[src/pkg/ddm_pkg.sv]
/*
  Shared constants, types and geometry functions for the dual channel
  DDR2 address mapper. Assumes one 50 MHz clock and the unit of one
  aligned 64-byte cache line on the host side.
*/
// Functional notes
// - Two independent channels, 64-bit data each, one DIMM per channel.
// - Only unbuffered non-ECC modules, one per channel; no check bits made.
// - One populated channel gives single mode; all cycles go there.
// - Symmetric mode alternates channel on every 64-byte line boundary.
// - Symmetric: request to the other channel issues before first data returns.
// - Symmetric: two consecutive lines may be fetched together, one per channel.
// - Equal channel capacity picks symmetric, whatever device width or density.
// - Asymmetric: linear through channel 0 top, then channel 1 from bottom.
// - Both populated with different capacities picks asymmetric mode.
// - Each channel runs at 667 or 800 MT/s.
// - Devices of 512 Mb or 1 Gb, organised x8 or x16.
// - x16: 13 row, 10 col; x8: 14/10; 4 or 8 banks; 8K page.
// - Single sided is one rank, double sided x8 two; two ranks max.
package ddm_pkg;

  // ************************************************************
  // Widths and address layout
  // ************************************************************
  localparam int ADDR_W = 32;
  localparam int CAP_W = 33;
  localparam int LOC_W = 31;
  localparam int DQ_W = 64;
  localparam int LINE_BIT = 6;
  localparam int LINE_BYTES = 64;
  localparam int BEAT_BITS = 3;
  localparam int COL_BITS = 10;
  localparam int ROW_MAX = 14;
  localparam int BANK_MAX = 3;
  localparam int RANK_MAX = 2;
  localparam int PAGE_BYTES = 8192;
  localparam logic [3:0] ROW_X16 = 4'hD;
  localparam logic [3:0] ROW_X8 = 4'hE;
  localparam logic [1:0] BANK_512 = 2'h2;
  localparam logic [1:0] BANK_1G = 2'h3;
  localparam int RATE_667 = 667;
  localparam int RATE_800 = 800;

  // ************************************************************
  // Enumerations
  // ************************************************************
  typedef enum logic [2:0] {
    MODE_SINGLE = 3'h1,
    MODE_SYM = 3'h2,
    MODE_ASYM = 3'h4
  } ddm_mode_type;

  typedef enum logic [2:0] {
    ST_CFG = 3'h1,
    ST_RUN = 3'h2,
    ST_FAULT = 3'h4
  } ddm_state_type;

  // ************************************************************
  // Geometry functions
  // ************************************************************
  // Row bits from device width
  function automatic logic [3:0] ddm_row_bits(input logic x16);
    return x16 ? ROW_X16 : ROW_X8;
  endfunction

  // Bank select bits from density: 4 banks or 8 banks
  function automatic logic [1:0] ddm_bank_bits(input logic dens_1g);
    return dens_1g ? BANK_1G : BANK_512;
  endfunction

  // Bytes in one channel: rank size times rank count
  function automatic logic [CAP_W-1:0] ddm_chan_cap(input logic pres,
      input logic x16, input logic dens_1g, input logic dual);
    logic [5:0] sh;
    logic [CAP_W-1:0] rank;
    sh = 6'(BEAT_BITS + COL_BITS) + 6'(ddm_bank_bits(dens_1g))
      + 6'(ddm_row_bits(x16));
    rank = CAP_W'(1) << sh;
    if (!pres) begin
      return '0;
    end
    return dual ? (rank << 1) : rank;
  endfunction

endpackage

[src/ddm_addr_split.sv]
/*
  Splits a channel-local byte address into column, bank, row and rank
  fields for one DIMM. Purely combinational; the geometry inputs are
  expected to stay still while traffic runs.
*/
`timescale 1ns/10ps
module ddm_addr_split
  import ddm_pkg::*;
(
  input wire logic [ddm_pkg::LOC_W-1:0] local_addr,
  input wire logic x16,
  input wire logic dens_1g,
  output logic [ddm_pkg::COL_BITS-1:0] col,
  output logic [ddm_pkg::BANK_MAX-1:0] bank,
  output logic [ddm_pkg::ROW_MAX-1:0] row,
  output logic rank
);

  // ************************************************************
  // Field extraction
  // ************************************************************
  // Bank sits right above the 8K page, row above bank, rank on top
  always_comb begin
    logic [LOC_W-1:0] upper;
    logic [LOC_W-1:0] above_bank;
    upper = local_addr >> (BEAT_BITS + COL_BITS);
    above_bank = upper >> ddm_bank_bits(dens_1g);
    col = local_addr[BEAT_BITS +: COL_BITS];
    bank = upper[BANK_MAX-1:0]
      & BANK_MAX'((4'h1 << ddm_bank_bits(dens_1g)) - 4'h1);
    row = above_bank[ROW_MAX-1:0]
      & ROW_MAX'((15'h1 << ddm_row_bits(x16)) - 15'h1);
    rank = above_bank[ddm_row_bits(x16)];
  end

endmodule

[src/ddm_chan_slot.sv]
/*
  One command holding slot for a single DDR2 channel. Assumes the
  channel sequencer takes a command with valid and ready on one clock.
*/
`timescale 1ns/10ps
module ddm_chan_slot
  import ddm_pkg::*;
(
  input wire logic clk,
  input wire logic srst,
  input wire logic load,
  input wire logic [ddm_pkg::COL_BITS-1:0] col,
  input wire logic [ddm_pkg::BANK_MAX-1:0] bank,
  input wire logic [ddm_pkg::ROW_MAX-1:0] row,
  input wire logic rank,
  input wire logic write,
  input wire logic cmd_ready,
  output logic cmd_valid_ff,
  output logic [ddm_pkg::COL_BITS-1:0] col_ff,
  output logic [ddm_pkg::BANK_MAX-1:0] bank_ff,
  output logic [ddm_pkg::ROW_MAX-1:0] row_ff,
  output logic rank_ff,
  output logic write_ff
);

  // ************************************************************
  // Slot state
  // ************************************************************
  // Load only lands on an empty slot; the mapper guarantees that
  always_ff @(posedge clk) begin
    if (srst) begin
      cmd_valid_ff <= 1'b0;
    end else if (load) begin
      cmd_valid_ff <= 1'b1;
    end else if (cmd_ready) begin
      cmd_valid_ff <= 1'b0;
    end
  end

  // Fields held while waiting, so a stalled channel sees no change
  always_ff @(posedge clk) begin
    if (srst) begin
      col_ff <= '0;
      bank_ff <= '0;
      row_ff <= '0;
      rank_ff <= 1'b0;
      write_ff <= 1'b0;
    end else if (load) begin
      col_ff <= col;
      bank_ff <= bank;
      row_ff <= row;
      rank_ff <= rank;
      write_ff <= write;
    end
  end

  property p_slot_hold;
    @(posedge clk) disable iff (srst)
      cmd_valid_ff && !cmd_ready |=> cmd_valid_ff && $stable(row_ff)
        && $stable(col_ff) && $stable(bank_ff);
  endproperty
  a_slot_hold: assert property (p_slot_hold)
    else $error("channel command changed while stalled");

endmodule

[src/ddm_mapper.sv]
/*
  Dual channel DDR2 address mapper: fixes the organisation mode at
  initialisation from channel population and routes each cache-line
  request to a channel with row, bank, column and rank. Assumes the
  population inputs come from logic on the same clock and are stable
  when cfg_lock pulses.
*/
`timescale 1ns/10ps
module ddm_mapper
  import ddm_pkg::*;
#(
  parameter int LINE_SIZE = 64
)
(
  input wire logic clk,
  input wire logic srst,
  input wire logic cfg_lock,
  input wire logic [1:0] ch_present,
  input wire logic [1:0] ch_x16,
  input wire logic [1:0] ch_dens_1g,
  input wire logic [1:0] ch_dual_rank,
  input wire logic [1:0] ch_ecc_or_reg,
  input wire logic [1:0] ch_rate_800,
  input wire logic req_valid,
  input wire logic [ddm_pkg::ADDR_W-1:0] req_addr,
  input wire logic req_write,
  input wire logic ch0_cmd_ready,
  input wire logic ch1_cmd_ready,
  output logic req_ack_ff,
  output logic addr_err_ff,
  output logic cfg_done_ff,
  output logic cfg_fault_ff,
  output ddm_pkg::ddm_mode_type mode_ff,
  output logic [1:0] rate_800_ff,
  output logic ch0_cmd_valid_ff,
  output logic [ddm_pkg::COL_BITS-1:0] ch0_col_ff,
  output logic [ddm_pkg::BANK_MAX-1:0] ch0_bank_ff,
  output logic [ddm_pkg::ROW_MAX-1:0] ch0_row_ff,
  output logic ch0_rank_ff,
  output logic ch0_write_ff,
  output logic ch1_cmd_valid_ff,
  output logic [ddm_pkg::COL_BITS-1:0] ch1_col_ff,
  output logic [ddm_pkg::BANK_MAX-1:0] ch1_bank_ff,
  output logic [ddm_pkg::ROW_MAX-1:0] ch1_row_ff,
  output logic ch1_rank_ff,
  output logic ch1_write_ff
);

  // ************************************************************
  // Elaboration checks
  // ************************************************************
  // Interleave bit is fixed by the line size the host bus uses
  if (LINE_SIZE != LINE_BYTES) begin : g_bad_line
    $error("line size must match the interleave granule");
  end
  if (PAGE_BYTES != (1 << (COL_BITS + BEAT_BITS))) begin : g_bad_page
    $error("page size does not match column width");
  end

  // ************************************************************
  // Declarations
  // ************************************************************
  ddm_state_type state_ff;
  ddm_mode_type nxt_mode;
  logic single_ch_ff;
  logic [CAP_W-1:0] cap0_ff, total_ff, cap0, cap1;
  logic [1:0] x16_ff, dens_ff, load, slot_busy;
  logic cfg_bad, run, in_range, tgt, take;
  logic [LOC_W-1:0] loc;
  logic [COL_BITS-1:0] col0, col1;
  logic [BANK_MAX-1:0] bank0, bank1;
  logic [ROW_MAX-1:0] row0, row1;
  logic rank0, rank1;

  // ************************************************************
  // Population decode
  // ************************************************************
  // Capacity per channel from the detected module geometry
  assign cap0 = ddm_chan_cap(ch_present[0], ch_x16[0], ch_dens_1g[0],
    ch_dual_rank[0]);
  assign cap1 = ddm_chan_cap(ch_present[1], ch_x16[1], ch_dens_1g[1],
    ch_dual_rank[1]);

  // A double sided x16 card or ECC/buffered module cannot be served
  assign cfg_bad = (ch_present == 2'h0)
    || |(ch_present & ch_x16 & ch_dual_rank)
    || |(ch_present & ch_ecc_or_reg);

  // Only total size decides; width and density may differ
  always_comb begin
    if (ch_present != 2'h3) begin
      nxt_mode = MODE_SINGLE;
    end else if (cap0 == cap1) begin
      nxt_mode = MODE_SYM;
    end else begin
      nxt_mode = MODE_ASYM;
    end
  end

  // ************************************************************
  // Configuration state
  // ************************************************************
  // Mode locks once; only a reset may change it while traffic runs
  always_ff @(posedge clk) begin
    if (srst) begin
      state_ff <= ST_CFG;
    end else begin
      unique case (state_ff)
        ST_CFG: begin
          if (cfg_lock) begin
            state_ff <= cfg_bad ? ST_FAULT : ST_RUN;
          end
        end
        ST_RUN: begin
          state_ff <= ST_RUN;
        end
        default: begin
          state_ff <= ST_FAULT;
        end
      endcase
    end
  end

  // Latched organisation, geometry and link rate
  always_ff @(posedge clk) begin
    if (srst) begin
      mode_ff <= MODE_SINGLE;
      single_ch_ff <= 1'b0;
      cap0_ff <= '0;
      total_ff <= '0;
      x16_ff <= 2'h0;
      dens_ff <= 2'h0;
      rate_800_ff <= 2'h0;
    end else if (state_ff == ST_CFG && cfg_lock) begin
      mode_ff <= nxt_mode;
      single_ch_ff <= !ch_present[0];
      cap0_ff <= cap0;
      total_ff <= CAP_W'(cap0 + cap1);
      x16_ff <= ch_x16;
      dens_ff <= ch_dens_1g;
      rate_800_ff <= ch_rate_800;
    end
  end

  // Status flags follow the state directly
  always_ff @(posedge clk) begin
    if (srst) begin
      cfg_done_ff <= 1'b0;
      cfg_fault_ff <= 1'b0;
    end else begin
      cfg_done_ff <= (state_ff == ST_CFG && cfg_lock && !cfg_bad)
        || state_ff == ST_RUN;
      cfg_fault_ff <= (state_ff == ST_CFG && cfg_lock && cfg_bad)
        || state_ff == ST_FAULT;
    end
  end

  // ************************************************************
  // Request routing
  // ************************************************************
  assign run = (state_ff == ST_RUN);
  assign in_range = {1'b0, req_addr} < total_ff;
  assign slot_busy = {ch1_cmd_valid_ff, ch0_cmd_valid_ff};

  // Channel choice and channel-local address per mode
  always_comb begin
    logic [CAP_W-1:0] rel;
    rel = {1'b0, req_addr} - cap0_ff;
    unique case (mode_ff)
      MODE_SINGLE: begin
        tgt = single_ch_ff;
        loc = req_addr[LOC_W-1:0];
      end
      MODE_SYM: begin
        tgt = req_addr[LINE_BIT];
        loc = {req_addr[ADDR_W-1:LINE_BIT+1], req_addr[LINE_BIT-1:0]};
      end
      MODE_ASYM: begin
        tgt = !({1'b0, req_addr} < cap0_ff);
        loc = tgt ? rel[LOC_W-1:0] : req_addr[LOC_W-1:0];
      end
    endcase
  end

  // Each slot waits on its own channel, so the other keeps taking work;
  // the blocked cycle after an ack stops a second take of one request
  assign take = req_valid && run && !req_ack_ff
    && (!in_range || !slot_busy[tgt]);
  assign load = {take && in_range && tgt, take && in_range && !tgt};

  // Handshake back to the host
  always_ff @(posedge clk) begin
    if (srst) begin
      req_ack_ff <= 1'b0;
      addr_err_ff <= 1'b0;
    end else begin
      req_ack_ff <= take;
      addr_err_ff <= take && !in_range;
    end
  end

  // ************************************************************
  // Channel instances
  // ************************************************************
  // Each channel decodes with its own device geometry
  ddm_addr_split u_split0 (
    .local_addr(loc),
    .x16(x16_ff[0]),
    .dens_1g(dens_ff[0]),
    .col(col0),
    .bank(bank0),
    .row(row0),
    .rank(rank0)
  );

  ddm_addr_split u_split1 (
    .local_addr(loc),
    .x16(x16_ff[1]),
    .dens_1g(dens_ff[1]),
    .col(col1),
    .bank(bank1),
    .row(row1),
    .rank(rank1)
  );

  // Two independent command paths, one per 64-bit channel
  ddm_chan_slot u_slot0 (
    .clk(clk),
    .srst(srst),
    .load(load[0]),
    .col(col0),
    .bank(bank0),
    .row(row0),
    .rank(rank0),
    .write(req_write),
    .cmd_ready(ch0_cmd_ready),
    .cmd_valid_ff(ch0_cmd_valid_ff),
    .col_ff(ch0_col_ff),
    .bank_ff(ch0_bank_ff),
    .row_ff(ch0_row_ff),
    .rank_ff(ch0_rank_ff),
    .write_ff(ch0_write_ff)
  );

  ddm_chan_slot u_slot1 (
    .clk(clk),
    .srst(srst),
    .load(load[1]),
    .col(col1),
    .bank(bank1),
    .row(row1),
    .rank(rank1),
    .write(req_write),
    .cmd_ready(ch1_cmd_ready),
    .cmd_valid_ff(ch1_cmd_valid_ff),
    .col_ff(ch1_col_ff),
    .bank_ff(ch1_bank_ff),
    .row_ff(ch1_row_ff),
    .rank_ff(ch1_rank_ff),
    .write_ff(ch1_write_ff)
  );

  // ************************************************************
  // Assertions
  // ************************************************************
  property p_sym_alt;
    @(posedge clk) disable iff (srst)
      take && in_range && mode_ff == MODE_SYM
        |-> load[req_addr[LINE_BIT]] && !load[!req_addr[LINE_BIT]];
  endproperty
  a_sym_alt: assert property (p_sym_alt)
    else $error("symmetric line went to wrong channel");

  property p_single_route;
    @(posedge clk) disable iff (srst)
      load != 2'h0 && mode_ff == MODE_SINGLE
        |-> load[single_ch_ff] && !load[!single_ch_ff];
  endproperty
  a_single_route: assert property (p_single_route)
    else $error("single mode used the empty channel");

  property p_asym_low;
    @(posedge clk) disable iff (srst)
      take && mode_ff == MODE_ASYM && {1'b0, req_addr} < cap0_ff
        |-> load == 2'h1 ##1 ch0_cmd_valid_ff;
  endproperty
  a_asym_low: assert property (p_asym_low)
    else $error("low asymmetric address left channel 0");

  property p_sym_sel;
    @(posedge clk) disable iff (srst)
      state_ff == ST_CFG && cfg_lock && !cfg_bad && ch_present == 2'h3
        && cap0 == cap1 |=> mode_ff == MODE_SYM && cfg_done_ff;
  endproperty
  a_sym_sel: assert property (p_sym_sel)
    else $error("equal channels did not select symmetric");

  property p_asym_sel;
    @(posedge clk) disable iff (srst)
      state_ff == ST_CFG && cfg_lock && !cfg_bad && ch_present == 2'h3
        && cap0 != cap1 |=> mode_ff == MODE_ASYM;
  endproperty
  a_asym_sel: assert property (p_asym_sel)
    else $error("unequal channels did not select asymmetric");

  property p_mode_fixed;
    @(posedge clk) disable iff (srst)
      state_ff != ST_CFG |=> $stable(mode_ff) && state_ff != ST_CFG;
  endproperty
  a_mode_fixed: assert property (p_mode_fixed)
    else $error("mode changed after initialisation");

  property p_bad_module;
    @(posedge clk) disable iff (srst)
      state_ff == ST_CFG && cfg_lock && |(ch_present & ch_ecc_or_reg)
        |=> cfg_fault_ff && !cfg_done_ff ##1 !req_ack_ff;
  endproperty
  a_bad_module: assert property (p_bad_module)
    else $error("ECC or buffered module was accepted");

  property p_other_free;
    @(posedge clk) disable iff (srst)
      req_valid && run && !req_ack_ff && in_range && !slot_busy[tgt]
        && slot_busy[!tgt] |=> req_ack_ff;
  endproperty
  a_other_free: assert property (p_other_free)
    else $error("stalled channel blocked the other one");

  property p_x16_dual;
    @(posedge clk) disable iff (srst)
      state_ff == ST_CFG && cfg_lock && |(ch_present & ch_x16 & ch_dual_rank)
        |=> state_ff == ST_FAULT;
  endproperty
  a_x16_dual: assert property (p_x16_dual)
    else $error("double sided x16 module was accepted");

endmodule

[config.mk]
export PLATFORM = sky130hd
export DESIGN_NAME = ddm_mapper
export DESIGN_NICKNAME = d
export VERILOG_FILES = /design/src/pkg/ddm_pkg.sv /design/src/ddm_addr_split.sv /design/src/ddm_chan_slot.sv /design/src/ddm_mapper.sv
export SDC_FILE = /design/constraint.sdc
export NUM_CORES = 1
export LEC_CHECK = 0
export BUFFER_PORTS_ARGS = -buffer_cell sky130_fd_sc_hd__buf_2
export CAP_MARGIN = 10
export CELL_PAD_IN_SITES_DETAIL_PLACEMENT = 1
export CELL_PAD_IN_SITES_GLOBAL_PLACEMENT = 2
export CORE_ASPECT_RATIO = 1.5
export CORE_MARGIN = 1
export CORE_UTILIZATION = 34
export DETAILED_ROUTE_END_ITERATION = 8
export PLACE_DENSITY = 0.92
export SYNTH_ARGS = -nofsm -noshare
export SYNTH_HDL_FRONTEND = slang
export SYNTH_SLANG_ARGS = --single-unit
[constraint.sdc]
create_clock -name clk -period 6.65 [get_ports clk]
set_input_delay 0.9975 -clock clk [delete_from_list [all_inputs] [get_ports clk]]
set_output_delay 0.9975 -clock clk [all_outputs]
set_load 0.02 [all_outputs]
==> results.md <==
- Run status: complete, no violations
- Dpl cells: 961
- Switching share of power: 0.270
- Syn avg cell area: 8.17 um^2
- Seq/Total Area, Yosys: 0.344
- Vias in the first global route: 5,374
- Largest net degree at the start of global routing: 50
- DP Wirelength: 13.0 mm
- Synth cell types: 69
- Iteration-0 DRC Markers: 170
- HP Start: total_ff[29]$_SDFFE_PP0P_
- CTS buffer count: 9
- Die width: 106 um
- Data arrival time of the worst path: 4130 ps
- Net Count, Synth: 763
- Total grt overflow: 0
- Fin area: 6500 um^2
- Flop pwr share: 0.461
- Hold path depth: 2
- CP Data Required Time: 6880 ps
- Crit end category: register
- Number of synthesized flops with an enable pin: 0
- Met3 usage: 0.0350
- Clk slew on worst S/H paths: 60 ps
- Nets: 855
- Switch Pwr: 0.345 mW
- RSZ-0062 raised after global routing: false
- TritonRoute pass-1 iters: 4
- Multi-input logic area: 3300 um^2
- Seq cells post-synth: 95
- Later-pin clock latency in the skew report: 340 ps
- Mapped Area: 5530 um^2
- Slew HR: 0.461
- Gr usage total: 0.202
- Combinational Power Share: 0.139
- Gpl congestion: 0.865
- Leakage: 2.69 nW
- Final hold vios: 0
- CTS tree: built
- Top Ports: 120
- Clk pwr share: 0.400
- Crit-path cells: buf_2 -> inv_1 -> ha_1 -> nor2_1 -> a21oi_1 -> or2_2 -> inv_1 -> ha_1 -> a21o_1 -> a21oi_1 -> o21ai_0 -> a21oi_1 -> o21ai_0 -> or4b_2 -> o311ai_0
- Int Pwr: 0.933 mW
- Post_cts resized: 0
- Vias per cell: 5.33
- Final Non-Filler Cells: 977
- Cts hold-fix bufs: 0
- Fill cell count: 1,977
- Die area: 16,800 um^2
- Worst reg2reg setup slack: 3660 ps
- Gr busiest metal: met2
- Critical Path Max Stage Delay: 620 ps
- Hold Path End: total_ff[29]$_SDFFE_PP0P_
- Worst flop-to-flop path endpoint: u_slot0.row_ff[9]$_SDFFE_PP0P_
- I/O Buffers: 116
- Final period util: 0.586
- # setup viols final: 0
- Crit Path Max Fanout: 9
- Share of layout cells above drive strength 1: 0.216
- CP Class: input pin to register
- Main flop type after synthesis: dfxtp_1
- Cell Pwr Density: 196 nW/um^2
- Slowest CP cell: or4b_2
- Clock Path Buffers: 2
- Global-route wire length before repair: 26.7 mm
- Starting Density: 0.351
- Met2 Use GR: 0.394
- Commonest non-fill, non-tap cell in the layout: buf_2
- Peak VDD IR: 90.2 uV
- Overall Power: 1.28 mW
- Vias: 5,209
- Post-DRT Antenna Nets: 0
- Post-CTS setup buffer count: 0
- Max Clock Skew: 8.45 ps
- Storage element area: 1900 um^2
- Die height: 158 um
- Worst r2r path cells: 9
- CTS H-tree lvls: 3
- Ys async rst share: 0
- Final Util: 0.413
- Routed len/inst: 17.2 um
- Min-delay worst type: register to register
- Most frequent CP cell: a21oi_1
- Area grow syn2layout: 17.5%
- Core box area: 15,800 um^2
- Gate Count Post-Synth: 677
- FF-to-FF Start: cap0_ff[26]$_SDFFE_PP0P_
- Root Buffer: clkbuf_16
- CTS Sinks: 95
- TNS Setup: 0 ps
- Crit start category: input pin
- Most frequent cells in the layout: 116 x buf_2, 103 x nand2_1, 95 x dfxtp_1, 64 x nor2_1, 61 x a21oi_1
- Synth Warn #: 0
- Initial antenna violation count: 0
- Met1 Track Usage GR: 0.208
- # DRC: 0
- WL final: 16.8 mm
- F_max: 256 MHz
- Max cap viols: 0
- Post-Place Cell Area: 6210 um^2
- Fin Hold WS: 451 ps
- Actual slew at the worst max-slew pin: 808 ps
- Post-placement setup slack: 2370 ps
- Final worst slack: 2750 ps
- FP Rows: 56
- Minimum clock period: 3900 ps
- Max-slew violations: 0
-- worst max path at each step --
stage	from	endpoint	slack (ps)
2_1_floorplan	ch_x16[1]	total_ff[31]$_SDFFE_PP0P_	3000
3_3_place_gp	ch_x16[0]	total_ff[32]$_SDFFE_PP0P_	2530
3_5_place_dp	ch_x16[1]	total_ff[31]$_SDFFE_PP0P_	2370
4_1_cts	ch_x16[1]	total_ff[31]$_SDFFE_PP0P_	2720
5_1_grt	ch_x16[1]	total_ff[31]$_SDFFE_PP0P_	2470
6_report	ch_x16[1]	total_ff[31]$_SDFFE_PP0P_	2750
-- power groups by stage --
stage	sequential [mW]	clock, mW	combinational, mW
2_1_floorplan	0.599	0	0.118
3_3_place_gp	0.601	0	0.171
3_5_place_dp	0.602	0	0.178
4_1_cts	0.589	0.526	0.179
5_1_grt	0.590	0.548	0.197
6_report	0.589	0.512	0.177
-- area by class of cell --
type / instances / area share
Sequential cell: 95 / 0.292
Inverter: 34 / 0.0196
Timing Repair Buffer: 122 / 0.0962
Clock inverter: 5 / 0.00904
Clock buffer: 10 / 0.0352
Antenna cell: 1 / 0.000385
Multi-Input combinational cell: 507 / 0.508
Tap cell: 203 / 0.0391
-- cell families after synthesis --
logic type / count (synthesis) / share of synthesized area
xor+xnor: 8 / 0.0127
buf+inv: 75 / 0.0602
flops: 95 / 0.344
simple gates: 255 / 0.216
fa+ha+maj: 35 / 0.0805
mux: 33 / 0.0606
compound gates: 176 / 0.227
-- synth_stat cells (all sizes together) (4+ instances only) --
cell | instances | share of area
nor3 | 8 | 0.0072
a21boi | 4 | 0.0054
and3 | 4 | 0.0045
o21ai | 24 | 0.022
o311ai | 4 | 0.0063
mux2i | 29 | 0.052
xnor2 | 4 | 0.0063
o21a | 4 | 0.0054
a211oi | 26 | 0.041
nor4 | 7 | 0.0079
a221oi | 4 | 0.0095
nand4 | 9 | 0.010
nand2b | 10 | 0.011
a21oi | 61 | 0.055
buf | 16 | 0.020
o211ai | 12 | 0.016
xor2 | 4 | 0.0063
inv | 34 | 0.023
mux2 | 4 | 0.0081
dfxtp | 95 | 0.34
nor3b | 6 | 0.011
nor2 | 64 | 0.043
ha | 34 | 0.077
nor2b | 8 | 0.0090
clkbuf | 25 | 0.017
nand3 | 19 | 0.017
nand2 | 104 | 0.072
a21o | 6 | 0.0095
-- metal layers --
layer,up-vias,share of wire
met3,28,0.042
met2,119,0.54
met4,0,0.034
met5,-,0
li1,2582,-
met1,2480,0.39
-- flip-flops by register name, indices dropped and copies added, names as in the netlist --
signal                flops
u_slot1.cmd_valid_ff      1
u_slot1.row_ff           14
state_ff                  3
u_slot1.bank_ff           3
u_slot0.cmd_valid_ff      1
u_slot0.col_ff           10
cfg_done_ff               1
u_slot1.col_ff           10
rate_800_ff               2
mode_ff                   3
single_ch_ff              1
addr_err_ff               1
dens_ff                   2
u_slot0.bank_ff           3
u_slot0.write_ff          1
u_slot1.write_ff          1
u_slot0.rank_ff           1
x16_ff                    2
total_ff                  9
u_slot1.rank_ff           1
cfg_fault_ff              1
u_slot0.row_ff           14
req_ack_ff                1
cap0_ff                   9
-- worst max-delay path: cells and delay by family --
| family | cells | cell delay (ps) |
|---|---|---|
| compound gates | 7 | 1100 |
| fa+ha+maj | 2 | 590 |
| buf+inv | 3 | 360 |
| simple gates | 3 | 1080 |
Note: power is estimated with default switching activity, not from simulation.
